## src/lcs_consts.vh

```
`ifndef LCS_CONSTS_VH
`define LCS_CONSTS_VH
// Operating modes
`define LCS_MODE_SP 2'h0
`define LCS_MODE_GSP 2'h1
`define LCS_MODE_DSP 2'h2
`define LCS_MODE_GDP 2'h3
// Register byte addresses
`define LCS_ADDR_CTRL 8'h48
`define LCS_ADDR_ISTAT 8'h4c
`define LCS_ADDR_IMASK 8'h50
// Control register bit positions
`define LCS_B_PROTO 12
`define LCS_B_LANE_LO 8
`define LCS_B_LANE_HI 11
`define LCS_B_XOFF 7
`define LCS_B_EOC 6
`define LCS_B_INIT 5
`define LCS_B_FAIL 4
`define LCS_B_FORCE 3
`define LCS_B_TEST 2
`define LCS_B_FLOOD 1
// Interrupt status bit positions
`define LCS_I_PROTO 0
`define LCS_I_CHECK 1
`define LCS_I_FAIL 2
`define LCS_I_TESTDONE 3
`define LCS_I_W 4
// Reset values
`define LCS_RST_LANE 4'h0
`define LCS_RST_IRQ 4'h0
`define LCS_ZERO32 32'h00000000
`define LCS_RST_CTRL 16'h0000
`define LCS_PAD_CTRL 16'h0000
`define LCS_PAD_IRQ 28'h0000000
// Bus byte lanes and control word width
`define LCS_SEL_LO 0
`define LCS_SEL_HI 1
`define LCS_CTRL_MSB 15
`define LCS_LANES 4
`endif

```

## src/lcs_link_ctl.v

```verilog
// Local design decisions: the register addresses and the Wishbone slave port.
`timescale 1ns/1ps
`default_nettype none
`include "lcs_consts.vh"
module lcs_link_ctl (
    // Clock and resets
    input wire clk_i,
    input wire rst_i,
    input wire warm_rst_i,
    input wire cold_rst_i,
    // Mode strap pins
    input wire [1:0] mode_i,
    // Wishbone slave
    input wire wb_cyc_i,
    input wire wb_stb_i,
    input wire wb_we_i,
    input wire [7:0] wb_adr_i,
    input wire [3:0] wb_sel_i,
    input wire [31:0] wb_dat_i,
    output reg [31:0] wb_dat_o,
    output wire wb_ack_o,
    // Link events from link logic: init done is a level, the others are one-cycle pulses
    input wire proto_err_i,
    input wire [3:0] lane_check_err_i,
    input wire link_fail_det_i,
    input wire init_done_i,
    input wire test_done_i,
    // Link controls
    output wire tx_disable_o,
    output wire drop_toward_link_o,
    output wire nxa_respond_o,
    output wire init_block_o,
    output wire force_bad_check_o,
    output wire test_start_o,
    output wire sync_flood_o,
    // Interrupt
    output wire irq_o
);
    wire [1:0] mode;
    wire wr_ctrl;
    wire wr_istat;
    wire wr_imask;
    wire single;
    wire mode_a;
    wire lo_we;
    wire hi_we;
    wire [15:0] wd;
    wire any_check;
    wire fatal;
    wire hard_rst;
    wire link_rst;
    wire hw_fail;
    reg proto_q;
    reg [3:0] lane_q;
    reg xoff_q;
    reg eoc_q;
    reg init_q;
    reg fail_q;
    reg fail_act_q;
    reg force_q;
    reg test_q;
    reg test_go_q;
    reg flood_en_q;
    reg flood_q;
    reg [`LCS_I_W-1:0] istat_q;
    reg [`LCS_I_W-1:0] imask_q;
    reg [`LCS_I_W-1:0] ev;
    reg [15:0] ctrl_rd;

    // Mode straps from pins
    lcs_sync2 #(.W(2)) u_mode_sync (
        .clk_i(clk_i),
        .rst_i(rst_i),
        .d_i(mode_i),
        .q_o(mode)
    );

    // Bus decode and ack
    lcs_wb_slave u_wb (
        .clk_i(clk_i),
        .rst_i(rst_i),
        .wb_cyc_i(wb_cyc_i),
        .wb_stb_i(wb_stb_i),
        .wb_we_i(wb_we_i),
        .wb_adr_i(wb_adr_i),
        .wb_ack_o(wb_ack_o),
        .wr_ctrl_o(wr_ctrl),
        .wr_istat_o(wr_istat),
        .wr_imask_o(wr_imask)
    );

    // True in the two single-link modes
    function is_single;
        input [1:0] m;
        begin
            is_single = (m == `LCS_MODE_SP) | (m == `LCS_MODE_GSP);
        end
    endfunction

    // True only in the first single-link mode
    function is_mode_a;
        input [1:0] m;
        begin
            is_mode_a = (m == `LCS_MODE_SP);
        end
    endfunction

    // Sticky flags: a new event beats a write-one clear
    function [3:0] sticky_next;
        input [3:0] cur;
        input [3:0] clr;
        input [3:0] set;
        begin
            sticky_next = (cur & ~clr) | set;
        end
    endfunction

    // Mode decode
    assign single = is_single(mode);
    assign mode_a = is_mode_a(mode);
    // Byte lane write enables on the control word
    assign lo_we = wr_ctrl & wb_sel_i[`LCS_SEL_LO];
    assign hi_we = wr_ctrl & wb_sel_i[`LCS_SEL_HI];
    assign wd = wb_dat_i[`LCS_CTRL_MSB:0];
    assign any_check = |lane_check_err_i;
    assign fatal = flood_en_q & any_check & single;

    // Reset groups and hardware failure events
    assign hard_rst = rst_i | cold_rst_i;
    assign link_rst = rst_i | warm_rst_i | cold_rst_i;
    assign hw_fail = link_fail_det_i | fatal;

    // Sticky protocol error, warm reset does not touch it
    always @(posedge clk_i) begin
        if (hard_rst | ~mode_a) begin
            proto_q <= 1'b0;
        end else if (proto_err_i) begin
            proto_q <= 1'b1;
        end else if (hi_we & wd[`LCS_B_PROTO]) begin
            proto_q <= 1'b0;
        end
    end

    // Per-lane check error flags, set beats clear
    always @(posedge clk_i) begin
        if (hard_rst | ~single) begin
            lane_q <= `LCS_RST_LANE;
        end else begin
            lane_q <= sticky_next(lane_q, {`LCS_LANES{hi_we}}
                & wd[`LCS_B_LANE_HI:`LCS_B_LANE_LO], lane_check_err_i);
        end
    end

    // Controls cleared by link resets: shutoff and chain end set-only, force and flood enable follow each write
    always @(posedge clk_i) begin
        if (link_rst | ~single) begin
            xoff_q <= 1'b0;
            eoc_q <= 1'b0;
            force_q <= 1'b0;
            flood_en_q <= 1'b0;
        end else if (lo_we) begin
            xoff_q <= xoff_q | wd[`LCS_B_XOFF];
            eoc_q <= eoc_q | wd[`LCS_B_EOC];
            force_q <= wd[`LCS_B_FORCE];
            flood_en_q <= wd[`LCS_B_FLOOD];
        end
    end

    // Init done indicator
    always @(posedge clk_i) begin
        if (link_rst) begin
            init_q <= 1'b0;
        end else begin
            init_q <= init_done_i & ~fail_act_q;
        end
    end

    // Link failure flag, survives warm reset
    always @(posedge clk_i) begin
        if (hard_rst | ~single) begin
            fail_q <= 1'b0;
        end else if (hw_fail) begin
            fail_q <= 1'b1;
        end else if (lo_we) begin
            fail_q <= wd[`LCS_B_FAIL];
        end
    end

    // Effective failure: hardware at once, software at warm reset
    always @(posedge clk_i) begin
        if (hard_rst | ~single) begin
            fail_act_q <= 1'b0;
        end else if (hw_fail) begin
            fail_act_q <= 1'b1;
        end else if (warm_rst_i) begin
            fail_act_q <= fail_q;
        end
    end

    // Check test start, cleared by completion or warm reset
    always @(posedge clk_i) begin
        if (link_rst | ~single) begin
            test_q <= 1'b0;
            test_go_q <= 1'b0;
        end else if (lo_we & wd[`LCS_B_TEST] & ~test_q) begin
            test_q <= 1'b1;
            test_go_q <= 1'b1;
        end else begin
            test_go_q <= 1'b0;
            if (test_done_i) begin
                test_q <= 1'b0;
            end
        end
    end

    // Sync flood latch, held until a link reset
    always @(posedge clk_i) begin
        if (link_rst) begin
            flood_q <= 1'b0;
        end else if (fatal) begin
            flood_q <= 1'b1;
        end
    end

    // Link control outputs
    assign tx_disable_o = xoff_q;
    assign drop_toward_link_o = eoc_q;
    assign nxa_respond_o = eoc_q;
    assign init_block_o = fail_act_q;
    assign force_bad_check_o = force_q;
    assign test_start_o = test_go_q;
    assign sync_flood_o = flood_q;

    // Interrupt events
    always @* begin
        ev = `LCS_RST_IRQ;
        ev[`LCS_I_PROTO] = proto_err_i & mode_a;
        ev[`LCS_I_CHECK] = any_check & single;
        ev[`LCS_I_FAIL] = hw_fail & single;
        ev[`LCS_I_TESTDONE] = test_done_i & test_q;
    end

    // Sticky status, write one clears, set wins
    always @(posedge clk_i) begin
        if (rst_i) begin
            istat_q <= `LCS_RST_IRQ;
        end else begin
            istat_q <= sticky_next(istat_q, {`LCS_I_W{wr_istat & wb_sel_i[`LCS_SEL_LO]}}
                & wb_dat_i[`LCS_I_W-1:0], ev);
        end
    end

    // Interrupt mask, plain read and write
    always @(posedge clk_i) begin
        if (rst_i) begin
            imask_q <= `LCS_RST_IRQ;
        end else if (wr_imask & wb_sel_i[`LCS_SEL_LO]) begin
            imask_q <= wb_dat_i[`LCS_I_W-1:0];
        end
    end
    assign irq_o = |(istat_q & imask_q);

    // Control register read view
    always @* begin
        ctrl_rd = `LCS_RST_CTRL;
        ctrl_rd[`LCS_B_PROTO] = proto_q;
        ctrl_rd[`LCS_B_LANE_HI:`LCS_B_LANE_LO] = lane_q;
        ctrl_rd[`LCS_B_XOFF] = xoff_q;
        ctrl_rd[`LCS_B_EOC] = eoc_q;
        ctrl_rd[`LCS_B_INIT] = single ? init_q : 1'b1;
        ctrl_rd[`LCS_B_FAIL] = fail_q;
        ctrl_rd[`LCS_B_FORCE] = force_q;
        ctrl_rd[`LCS_B_TEST] = test_q;
        ctrl_rd[`LCS_B_FLOOD] = flood_en_q;
    end

    // Registered read data
    always @(posedge clk_i) begin
        if (rst_i) begin
            wb_dat_o <= `LCS_ZERO32;
        end else begin
            case (wb_adr_i)
                `LCS_ADDR_CTRL: wb_dat_o <= {`LCS_PAD_CTRL, ctrl_rd};
                `LCS_ADDR_ISTAT: wb_dat_o <= {`LCS_PAD_IRQ, istat_q};
                `LCS_ADDR_IMASK: wb_dat_o <= {`LCS_PAD_IRQ, imask_q};
                default: wb_dat_o <= `LCS_ZERO32;
            endcase
        end
    end
endmodule
`default_nettype wire

```

## src/lcs_sync2.v

```verilog
`timescale 1ns/1ps
`default_nettype none
module lcs_sync2 #(
    parameter W = 1
) (
    // Clock and reset
    input wire clk_i,
    input wire rst_i,
    // Data
    input wire [W-1:0] d_i,
    output wire [W-1:0] q_o
);
    reg [W-1:0] s1_q;
    reg [W-1:0] s2_q;
    // Two-stage synchroniser, first stage read only by second
    always @(posedge clk_i) begin
        if (rst_i) begin
            s1_q <= {W{1'b0}};
            s2_q <= {W{1'b0}};
        end else begin
            s1_q <= d_i;
            s2_q <= s1_q;
        end
    end
    assign q_o = s2_q;
endmodule
`default_nettype wire

```

## src/lcs_wb_slave.v

```verilog
`timescale 1ns/1ps
`default_nettype none
`include "lcs_consts.vh"
module lcs_wb_slave (
    // Clock and reset
    input wire clk_i,
    input wire rst_i,
    // Wishbone
    input wire wb_cyc_i,
    input wire wb_stb_i,
    input wire wb_we_i,
    input wire [7:0] wb_adr_i,
    output reg wb_ack_o,
    // Decoded one-cycle write strobes
    output wire wr_ctrl_o,
    output wire wr_istat_o,
    output wire wr_imask_o
);
    wire req;
    wire wr;
    // One request per ack, ack drops the cycle after
    assign req = wb_cyc_i & wb_stb_i & ~wb_ack_o;
    always @(posedge clk_i) begin
        if (rst_i) begin
            wb_ack_o <= 1'b0;
        end else begin
            wb_ack_o <= req;
        end
    end
    // Write takes effect on the acked edge
    assign wr = wb_cyc_i & wb_stb_i & wb_ack_o & wb_we_i;
    assign wr_ctrl_o = wr & (wb_adr_i == `LCS_ADDR_CTRL);
    assign wr_istat_o = wr & (wb_adr_i == `LCS_ADDR_ISTAT);
    assign wr_imask_o = wr & (wb_adr_i == `LCS_ADDR_IMASK);
endmodule
`default_nettype wire

```

## config.mk

```make
export PLATFORM = sky130hd
export DESIGN_NAME = lcs_link_ctl
export DESIGN_NICKNAME = d
export VERILOG_FILES = /design/src/lcs_link_ctl.v /design/src/lcs_sync2.v /design/src/lcs_wb_slave.v
export VERILOG_INCLUDE_DIRS = /design/src /design/src/src
export SDC_FILE = /design/constraint.sdc
export NUM_CORES = 1
export LEC_CHECK = 0
export ABC_CLOCK_PERIOD_IN_PS = 4500
export BUFFER_PORTS_ARGS = -buffer_cell sky130_fd_sc_hd__clkbuf_2
export CAP_MARGIN = 20
export CORE_ASPECT_RATIO = 1.25
export CORE_MARGIN = 4
export CORE_UTILIZATION = 46
export CTS_CLUSTER_DIAMETER = 150
export CTS_CLUSTER_SIZE = 8
export DETAILED_ROUTE_END_ITERATION = 12
export HOLD_SLACK_MARGIN = 0.08
export PLACE_DENSITY = 0.84
export RECOVER_POWER = 100
export SYNTH_ARGS = -nofsm -noshare
export SYNTH_HDL_FRONTEND = slang
export SYNTH_HIERARCHICAL = 1
export SYNTH_SLANG_ARGS = --single-unit
```

## constraint.sdc

```tcl
create_clock -name clk_i -period 4.5 [get_ports clk_i]
set_input_delay 0.225 -clock clk_i [delete_from_list [all_inputs] [get_ports clk_i]]
set_output_delay 0.225 -clock clk_i [all_outputs]
set_load 0.03 [all_outputs]
```

==> summary.txt, run 1 <==
STA
  – WHS: around 0.14 ns
  – Tmin final: around 2.6 ns
  – RSZ-0062 raised after global routing: no
  – Final-report hold violation count: 0
  – Max Slew Vio Count: 0
  – Pin slew with the least headroom to its limit: 1.39 ns
  – Max Clock Skew: 0.00180 ns
  – Fmax: around 0.38 GHz
  – Slew headroom: 0.0645
  – Setup-failing EPs final: 0
  – Setup TNS: 0 ns
  – Share of the clock period used by the worst path: 0.581

Clocking
  – TritonCTS buffer count: 5
  – Reg clk slew, reported paths: about 0.07 ns
  – CTS resizes: 0
  – Number of setup buffers added after CTS: 0
  – # clock sinks: 41
  – TritonCTS clock tree: yes
  – Clock Latency Late Sink: 0.29 ns
  – Maximum clock path buffer count: 2
  – Hold_buf cts: 0
  – Root Buffer: clkbuf_8
  – H-tree levels: 2

Detailed routing
  – Routed Antenna Nets: 0
  – Drt pass-1 iters: 4
  – 1st-iter DRT viols: 44
  – Final wirelength: roughly 3.9 mm
  – Vias: 1482
  – Average vias per placed instance: 5.22
  – DRC: 0
  – Routed len/inst: ~14 um

Power and ir drop
  – Switch Pwr: 0.169 mW
  – VDD IR max: around 0.25 mV
  – Reg power frac: 0.505
  – Combinational power share: 0.090
  – Sw frac: 0.228
  – Leak Pwr: roughly 0.79 nW
  – Pwr Density: 370 nW/um2
  – Part of the power in the clock network: 0.404
  – Internal: 0.572 mW

Setup path
  – Crit path DAT: roughly 2.8 ns
  – Max FO, Critical Path: 9
  – Capturing point of the worst reg2reg path: fail_q$_SDFFE_PP0P_
  – R2r worst-path depth: 5
  – WP data required: between 4 and 5 ns
  – CP bufs+invs: 1
  – CP top delay family: simple AND/OR/NAND/NOR gates
  – FF-to-FF setup slack: roughly 2.2 ns
  – Slowest CP cell: nor4_1
  – Critical path, cell by cell: clkbuf_1 -> or4b_2 -> nor4_1 -> nand2_1 -> a211oi_1 -> a21oi_1
  – Crit end category: register
  – Startpoint Class: primary input
  – WS Path Type: primary input to register
  – R2R Path Start: u_wb/wb_ack_o$_SDFF_PP0_
  – Slowest stage delay, CP: ~1.1 ns

Global routing
  – Initial antenna violation count: 0
  – Top Usage Layer GRT: met2
  – Met2 Use GR: 0.286
  – Total grt overflow: 0
  – Met3 Track Usage GR: 0.0723
  – First-pass GRT wire length: just over 6 mm
  – Grt met1 use: 0.181
  – GRT Overall Usage: 0.170
  – Pin count of the biggest net entering global routing: 19
  – Number of global-route vias before repair: roughly 1400

Synthesis
  – Cell taking the most area after synthesis: dfxtp_1
  – Synthesis Warnings: 6
  – Syn Area/Cell: 9.20 um2
  – Asr flop ratio synth: 0
  – Post-synthesis mux area share: 0.0200
  – Compound-Gate Fraction of Synth Area: 0.120
  – Dominant cells by area after synthesis: dfxtp_1 48%, buf_4 8.9%, a21oi_1 4.1%, nand3_1 4.1%, a22oi_1 4.0%
  – Post-Syn Area: 1690 um2
  – Gate Count Post-Synth: about 180
  – Yosys cell types: 35
  – Seq/Total Area, Yosys: 0.485
  – Largest family of logic cells by synthesized area: simple AND/OR/NAND/NOR gates
  – Synth Register Bits: 41
  – Post-synthesis adder-cell area fraction: 0
  – Xor/xnor cell area share of the yosys netlist: 0
  – Simple-Gate Fraction of Synth Area: 0.266
  – Number of synthesized flops with an enable pin: 0
  – Yosys top cell area share: 0.485
  – Primary FF master, synth: dfxtp_1

Worst hold path
  – Tightest Hold Check Type: primary input to register
  – Worst Hold End: init_q$_SDFF_PP0_
  – Worst hold stages: 2
  – Hold Crit Start: cold_rst_i

Layout
  – Ant. Diodes: 0
  – Share of cells above drive strength 1: 0.200
  – Area growth syn-to-layout: 18.4%
  – Fill count: 330
  – Nets: around 310

Placed design
  – Number of port buffers: 60
  – Post-detail-place hpwl: about 2.9 mm
  – Global placer's final weighted congestion: between 0.7 and 0.8

Die
  – Chip Height: 75.8 um
  – Die width: slightly above 60 um
  – Io pins: slightly above 100
  – Initial core utilization: 0.482
  – Core area: ~3500 um2
  – Die area: 4720 um2
  – FP Rows: 24

Flow run
  – Max cap viols: 0

Run status
  – Outcome: finished clean
layout make-up:
type	instances	area, um2	area share
inverter	2	7.51	0.00375
clock inverter	1	30.0	0.0150
tap	39	48.8	0.0243
sequential	41	821	0.409
clock buffer	7	86.3	0.0431
multi-input combinational	134	742	0.370
timing repair buffer	60	269	0.134
power groups by stage:
stage | Combinational (mW) | Clock [mW] | Sequential [mW]
2_1_floorplan | 0.0530 | 0 | 0.383
3_3_place_gp | 0.0663 | 0 | 0.382
3_5_place_dp | 0.0674 | 0 | 0.383
4_1_cts | 0.0679 | 0.308 | 0.374
5_1_grt | 0.0733 | 0.325 | 0.376
6_report | 0.0670 | 0.300 | 0.374
routing by layer:
metal  vias up  share of wire
li1        727              -
met2        70           0.51
met3         8          0.081
met5         -              0
met1       677           0.39
met4         0          0.027
worst register-to-register path: stages (launching register included):
cell and delay, ns:
dfxtp_1 0.37, nand2_1 0.09, nor4_1 1.11, nand2_1 0.24
a211oi_1 0.30, a21oi_1 0.10
worst max path at each step:
stage                           start                  end  slack, ns  depth (start not counted)
after floorplan           wb_adr_i[1]  fail_q$_SDFFE_PP0P_       2.63                          5
after global placement    wb_adr_i[2]  fail_q$_SDFFE_PP0P_       2.16                          6
after detailed placement  wb_adr_i[2]  fail_q$_SDFFE_PP0P_       2.12                          6
after CTS                 wb_adr_i[2]  fail_q$_SDFFE_PP0P_       2.43                          6
after global routing      wb_adr_i[2]  fail_q$_SDFFE_PP0P_       1.73                          6
final                     wb_adr_i[2]  fail_q$_SDFFE_PP0P_       1.89                          6
logic make-up after synthesis:
| family | count (synthesis) |
|---|---|
| simple gates | 81 |
| flops | 41 |
| compound gates | 31 |
| buf+inv | 27 |
| mux | 3 |
| other cells | 1 |
cell usage in the layout (no fill, tap or decap), types with 2 or more instances in the layout:
master,count
nor3_1,2
a21oi_1,16
dfxtp_1,41
nor4_1,5
conb_1,19
nand2_1,15
nor2b_1,7
and2_0,5
mux2_2,3
clkbuf_2,35
inv_1,2
nand2b_1,2
clkbuf_1,26
nand3_1,14
a211oi_1,2
nand3b_1,2
a22oi_1,9
and2_1,4
clkbuf_8,6
nor2_1,15
synthesized netlist by cell type, types with 3 or more instances:
master / number
dfxtp_1: 41
buf_4: 20
nand2_1: 15
nor2_1: 15
a21oi_1: 14
nand3_1: 14
a22oi_1: 9
and2_1: 9
nor2b_1: 7
nor4_1: 4
a21oi_2: 3
mux2_2: 3
state kept, by name (all words and copies together) (netlist names), 2 cells and up:
name	cells
u_mode_sync/q_o	2
lane_q	4
u_mode_sync/s1_q	2
imask_q	4
wb_dat_o	13
istat_q	4
stage by stage:
| stage | area, um2 | setup slack [ns] | instances | power (mW) | utilization |
|---|---|---|---|---|---|
| after floorplan | 1760 | 2.63 | 202 | 0.436 | - |
| after global placement | 1940 | 2.16 | 276 | 0.449 | 0.551 |
| after detailed placement | 1940 | 2.12 | 276 | 0.450 | 0.551 |
| after CTS | 2050 | 2.43 | 284 | 0.751 | 0.584 |
| after global routing | 2000 | 1.73 | 284 | 0.774 | 0.571 |
| final | 2000 | 1.89 | 284 | 0.741 | 0.571 |
Note: power is estimated with default switching activity, not from simulation.
==> run 2, diff against run 1 <==
--- a/config.mk
+++ b/config.mk
@@ -6,17 +6,18 @@
 export SDC_FILE = /design/constraint.sdc
 export NUM_CORES = 1
 export LEC_CHECK = 0
-export ABC_CLOCK_PERIOD_IN_PS = 4500
+export ABC_AREA = 1
+export ABC_CLOCK_PERIOD_IN_PS = 2400
 export BUFFER_PORTS_ARGS = -buffer_cell sky130_fd_sc_hd__clkbuf_2
 export CAP_MARGIN = 20
 export CORE_ASPECT_RATIO = 1.25
 export CORE_MARGIN = 4
-export CORE_UTILIZATION = 46
+export CORE_UTILIZATION = 39
 export CTS_CLUSTER_DIAMETER = 150
 export CTS_CLUSTER_SIZE = 8
 export DETAILED_ROUTE_END_ITERATION = 12
 export HOLD_SLACK_MARGIN = 0.08
-export PLACE_DENSITY = 0.84
+export PLACE_DENSITY = 0.75
 export RECOVER_POWER = 100
 export SYNTH_ARGS = -nofsm -noshare
 export SYNTH_HDL_FRONTEND = slang
==> constraint.sdc (replaced) <==
create_clock -name clk_i -period 2.4 [get_ports clk_i]
set_input_delay 0.12 -clock clk_i [delete_from_list [all_inputs] [get_ports clk_i]]
set_output_delay 0.12 -clock clk_i [all_outputs]
set_load 0.03 [all_outputs]
==> summary.txt, run 2 <==
Run status
  – Outcome: finished clean

Clocking
  – CTS resizes: 0
  – Root Buffer: clkbuf_8
  – TritonCTS clock tree: yes
  – Clock Latency Late Sink: 0.29 ns
  – Reg clk slew, reported paths: approximately 0.080 ns
  – Hold_buf cts: 15
  – TritonCTS buffer count: 5
  – # clock sinks: 41
  – Maximum clock path buffer count: 2
  – H-tree levels: 2
  – Number of setup buffers added after CTS: 0

Setup path
  – Crit path top cell by count: nand2_1
  – R2r worst-path depth: 9
  – Setup crit end: fail_q$_SDFFE_PP0P_
  – Critical path, cell by cell: dlygate4sd3_1 -> clkbuf_2 -> nand2_1 -> nor2_1 -> nand2_1 -> nor2_1 -> nand2_1 -> inv_1 -> o21ai_0 -> o21ai_0 -> inv_1
  – Crit end category: register
  – Crit path DAT: about 2.1 ns
  – Slowest CP cell: dlygate4sd3_1
  – FF-to-FF setup slack: 0.64 ns
  – R2R Path Start: u_wb/wb_ack_o$_SDFF_PP0_
  – WS Path Type: primary input to register
  – Crit. Startpoint: wb_stb_i
  – Startpoint Class: primary input
  – Max FO, Critical Path: 7
  – Slowest stage delay, CP: approximately 0.54 ns
  – WP data required: approximately 2.6 ns
  – Capturing point of the worst reg2reg path: fail_q$_SDFFE_PP0P_

Power and ir drop
  – Combinational power share: 0.120
  – Pwr Density: 562 nW/um2
  – Reg power frac: 0.541
  – Switch Pwr: ~0.34 mW
  – Internal: ~0.96 mW
  – VDD IR max: about 0.35 mV
  – Leak Pwr: roughly 1.1 nW
  – Sw frac: 0.263
  – Overall Power: about 1.3 mW
  – Part of the power in the clock network: 0.339

Layout
  – Area growth syn-to-layout: 26.7%
  – Ant. Diodes: 0
  – Max reg flops: 13
  – Most common cell after layout, fill and taps aside: nor2_1
  – Share of cells above drive strength 1: 0.152
  – Non-Filler Instances: about 390
  – Post-route cell area: 2310 um2
  – Biggest register: wb_dat_o
  – Most frequent cells in the layout: 49 x nor2_1, 43 x inv_1, 41 x nand2_1, 41 x dfxtp_1, 36 x clkbuf_2
  – Nets: 396

Global routing
  – Initial antenna violation count: 0
  – First-pass GRT wire length: roughly 6.5 mm
  – Pin count of the biggest net entering global routing: 14
  – GRT Overall Usage: 0.137
  – Number of global-route vias before repair: 1567
  – Total grt overflow: 0

Synthesis
  – Syn Area/Cell: 7.12 um2
  – Synth Register Bits: between 40 and 50
  – Primary FF master, synth: dfxtp_1
  – Seq/Total Area, Yosys: 0.451
  – Yosys cell types: 20
  – Most frequent cells after synthesis: 49 x nor2_1, 43 x inv_1, 41 x dfxtp_1, 41 x nand2_1, 20 x buf_4
  – Asr flop ratio synth: 0
  – Gate Count Post-Synth: around 260
  – Post-Syn Area: around 1800 um2
  – Cell taking the most area after synthesis: dfxtp_1
  – Cell with the most instances after synthesis: nor2_1
  – Number of synthesized flops with an enable pin: 0
  – Dominant cells by area after synthesis: dfxtp_1 45%, nor2_1 10%, inv_1 8.9%, nand2_1 8.4%, buf_4 8.2%
  – Synthesis Warnings: 6
  – Yosys top cell area share: 0.451

Detailed routing
  – Routed len/inst: approximately 10 um
  – Routed Antenna Nets: 0
  – Final wirelength: about 4.0 mm
  – 1st-iter DRT viols: 57
  – Vias: between 1500 and 2000
  – Average vias per placed instance: 4.35
  – DRC: 0
  – Drt pass-1 iters: 4

STA
  – Tmin final: ~1.9 ns
  – Max Clock Skew: roughly 0.0070 ns
  – Setup-failing EPs final: 0
  – RSZ-0062 raised after global routing: no
  – WHS: between 0.1 and 0.15 ns
  – Setup TNS: 0 ns
  – Share of the clock period used by the worst path: 0.788
  – Max Slew Vio Count: 0
  – Final-report hold violation count: 0
  – Fmax: between 0.5 and 0.6 GHz

Die
  – Die area: 5840 um2
  – Core area: around 4500 um2
  – Io pins: between 100 and 150
  – Chip Height: 84.4 um
  – Initial core utilization: 0.409
  – FP Rows: 27
  – Die width: between 60 and 70 um

Placed design
  – Number of port buffers: 60
  – Post-detail-place hpwl: about 3.1 mm
  – Cells after DPL: ~370
  – DP Area: approximately 2100 um2
  – Global placer's final weighted congestion: around 0.84

Worst hold path
  – Tightest Hold Check Type: primary input to register

Flow run
  – Max cap viols: 0
## run 2: changes by cell type in the layout (fill, tap and decap cells not counted), moves of 5 or more
cell and change:
a22oi_1 -9, and2_0 -5, dlygate4sd3_1 +15, inv_1 +41, nand2_1 +26, nor2_1 +34, nor2b_1 -7, nor4_1 -5
o21ai_0 +11
## run 2: critical path, delay by kind of cell
kind	cells	cell delay, ns
buffers and inverters	4	0.91
AOI/OAI and AO/OA	2	0.28
and+or+nand+nor	5	0.76
## run 2: power by group through the flow
stage	Sequential, mW	Clock (mW)	Combinational, mW
2_1_floorplan	0.719	0	0.110
3_3_place_gp	0.717	0	0.135
3_5_place_dp	0.717	0	0.137
4_1_cts	0.701	0.457	0.157
5_1_grt	0.703	0.481	0.175
6_report	0.701	0.440	0.156
## run 2: worst min path at each step
stage,from,end,slack [ns],cells after the start
after floorplan,rst_i,istat_q[0]$_SDFF_PP0_,0.19,1
after global placement,mode_i[0],u_mode_sync/s1_q[0]$_SDFF_PP0_,0.31,3
after detailed placement,mode_i[0],u_mode_sync/s1_q[0]$_SDFF_PP0_,0.32,3
after CTS,wb_dat_i[2],test_start_o$_SDFF_PP0_,0.09,3
after global routing,wb_dat_i[2],test_start_o$_SDFF_PP0_,0.1,3
final,wb_dat_i[2],imask_q[2]$_SDFFE_PP0P_,0.10,3
## run 2: cell families after synthesis
family                 after synthesis  synth area share
AOI/OAI and AO/OA                   31            0.0948
and+or+nand+nor                    118             0.273
DFF                                 41             0.451
other                                1           0.00206
buffers and inverters               65             0.179
## run 2: area by class of cell
type / instances / area, um2
Sequential cell: 41 / 821
Fill cell: 465 / 2150
Multi-Input combinational cell: 168 / 742
Clock inverter: 2 / 15.0
Timing Repair Buffer: 75 / 420
Inverter: 44 / 165
Tap cell: 58 / 72.6
Clock buffer: 6 / 72.6
## run 2: metrics by stage
step / setup slack, ns / util
floorplan: 0.780 / -
global placement: 0.683 / 0.471
detailed placement: 0.635 / 0.471
CTS: 0.518 / 0.524
global route: 0.266 / 0.518
finish: 0.509 / 0.518
## run 2: per-layer routing
| layer | GRT usage | vias to the layer above | part of all wire |
|---|---|---|---|
| li1 | - | 910 | - |
| met1 | 0.139 | 759 | 0.40 |
| met2 | 0.259 | 39 | 0.53 |
| met3 | 0.0383 | 7 | 0.055 |
| met4 | 0.0586 | 0 | 0.013 |
| met5 | 0 | - | 0 |
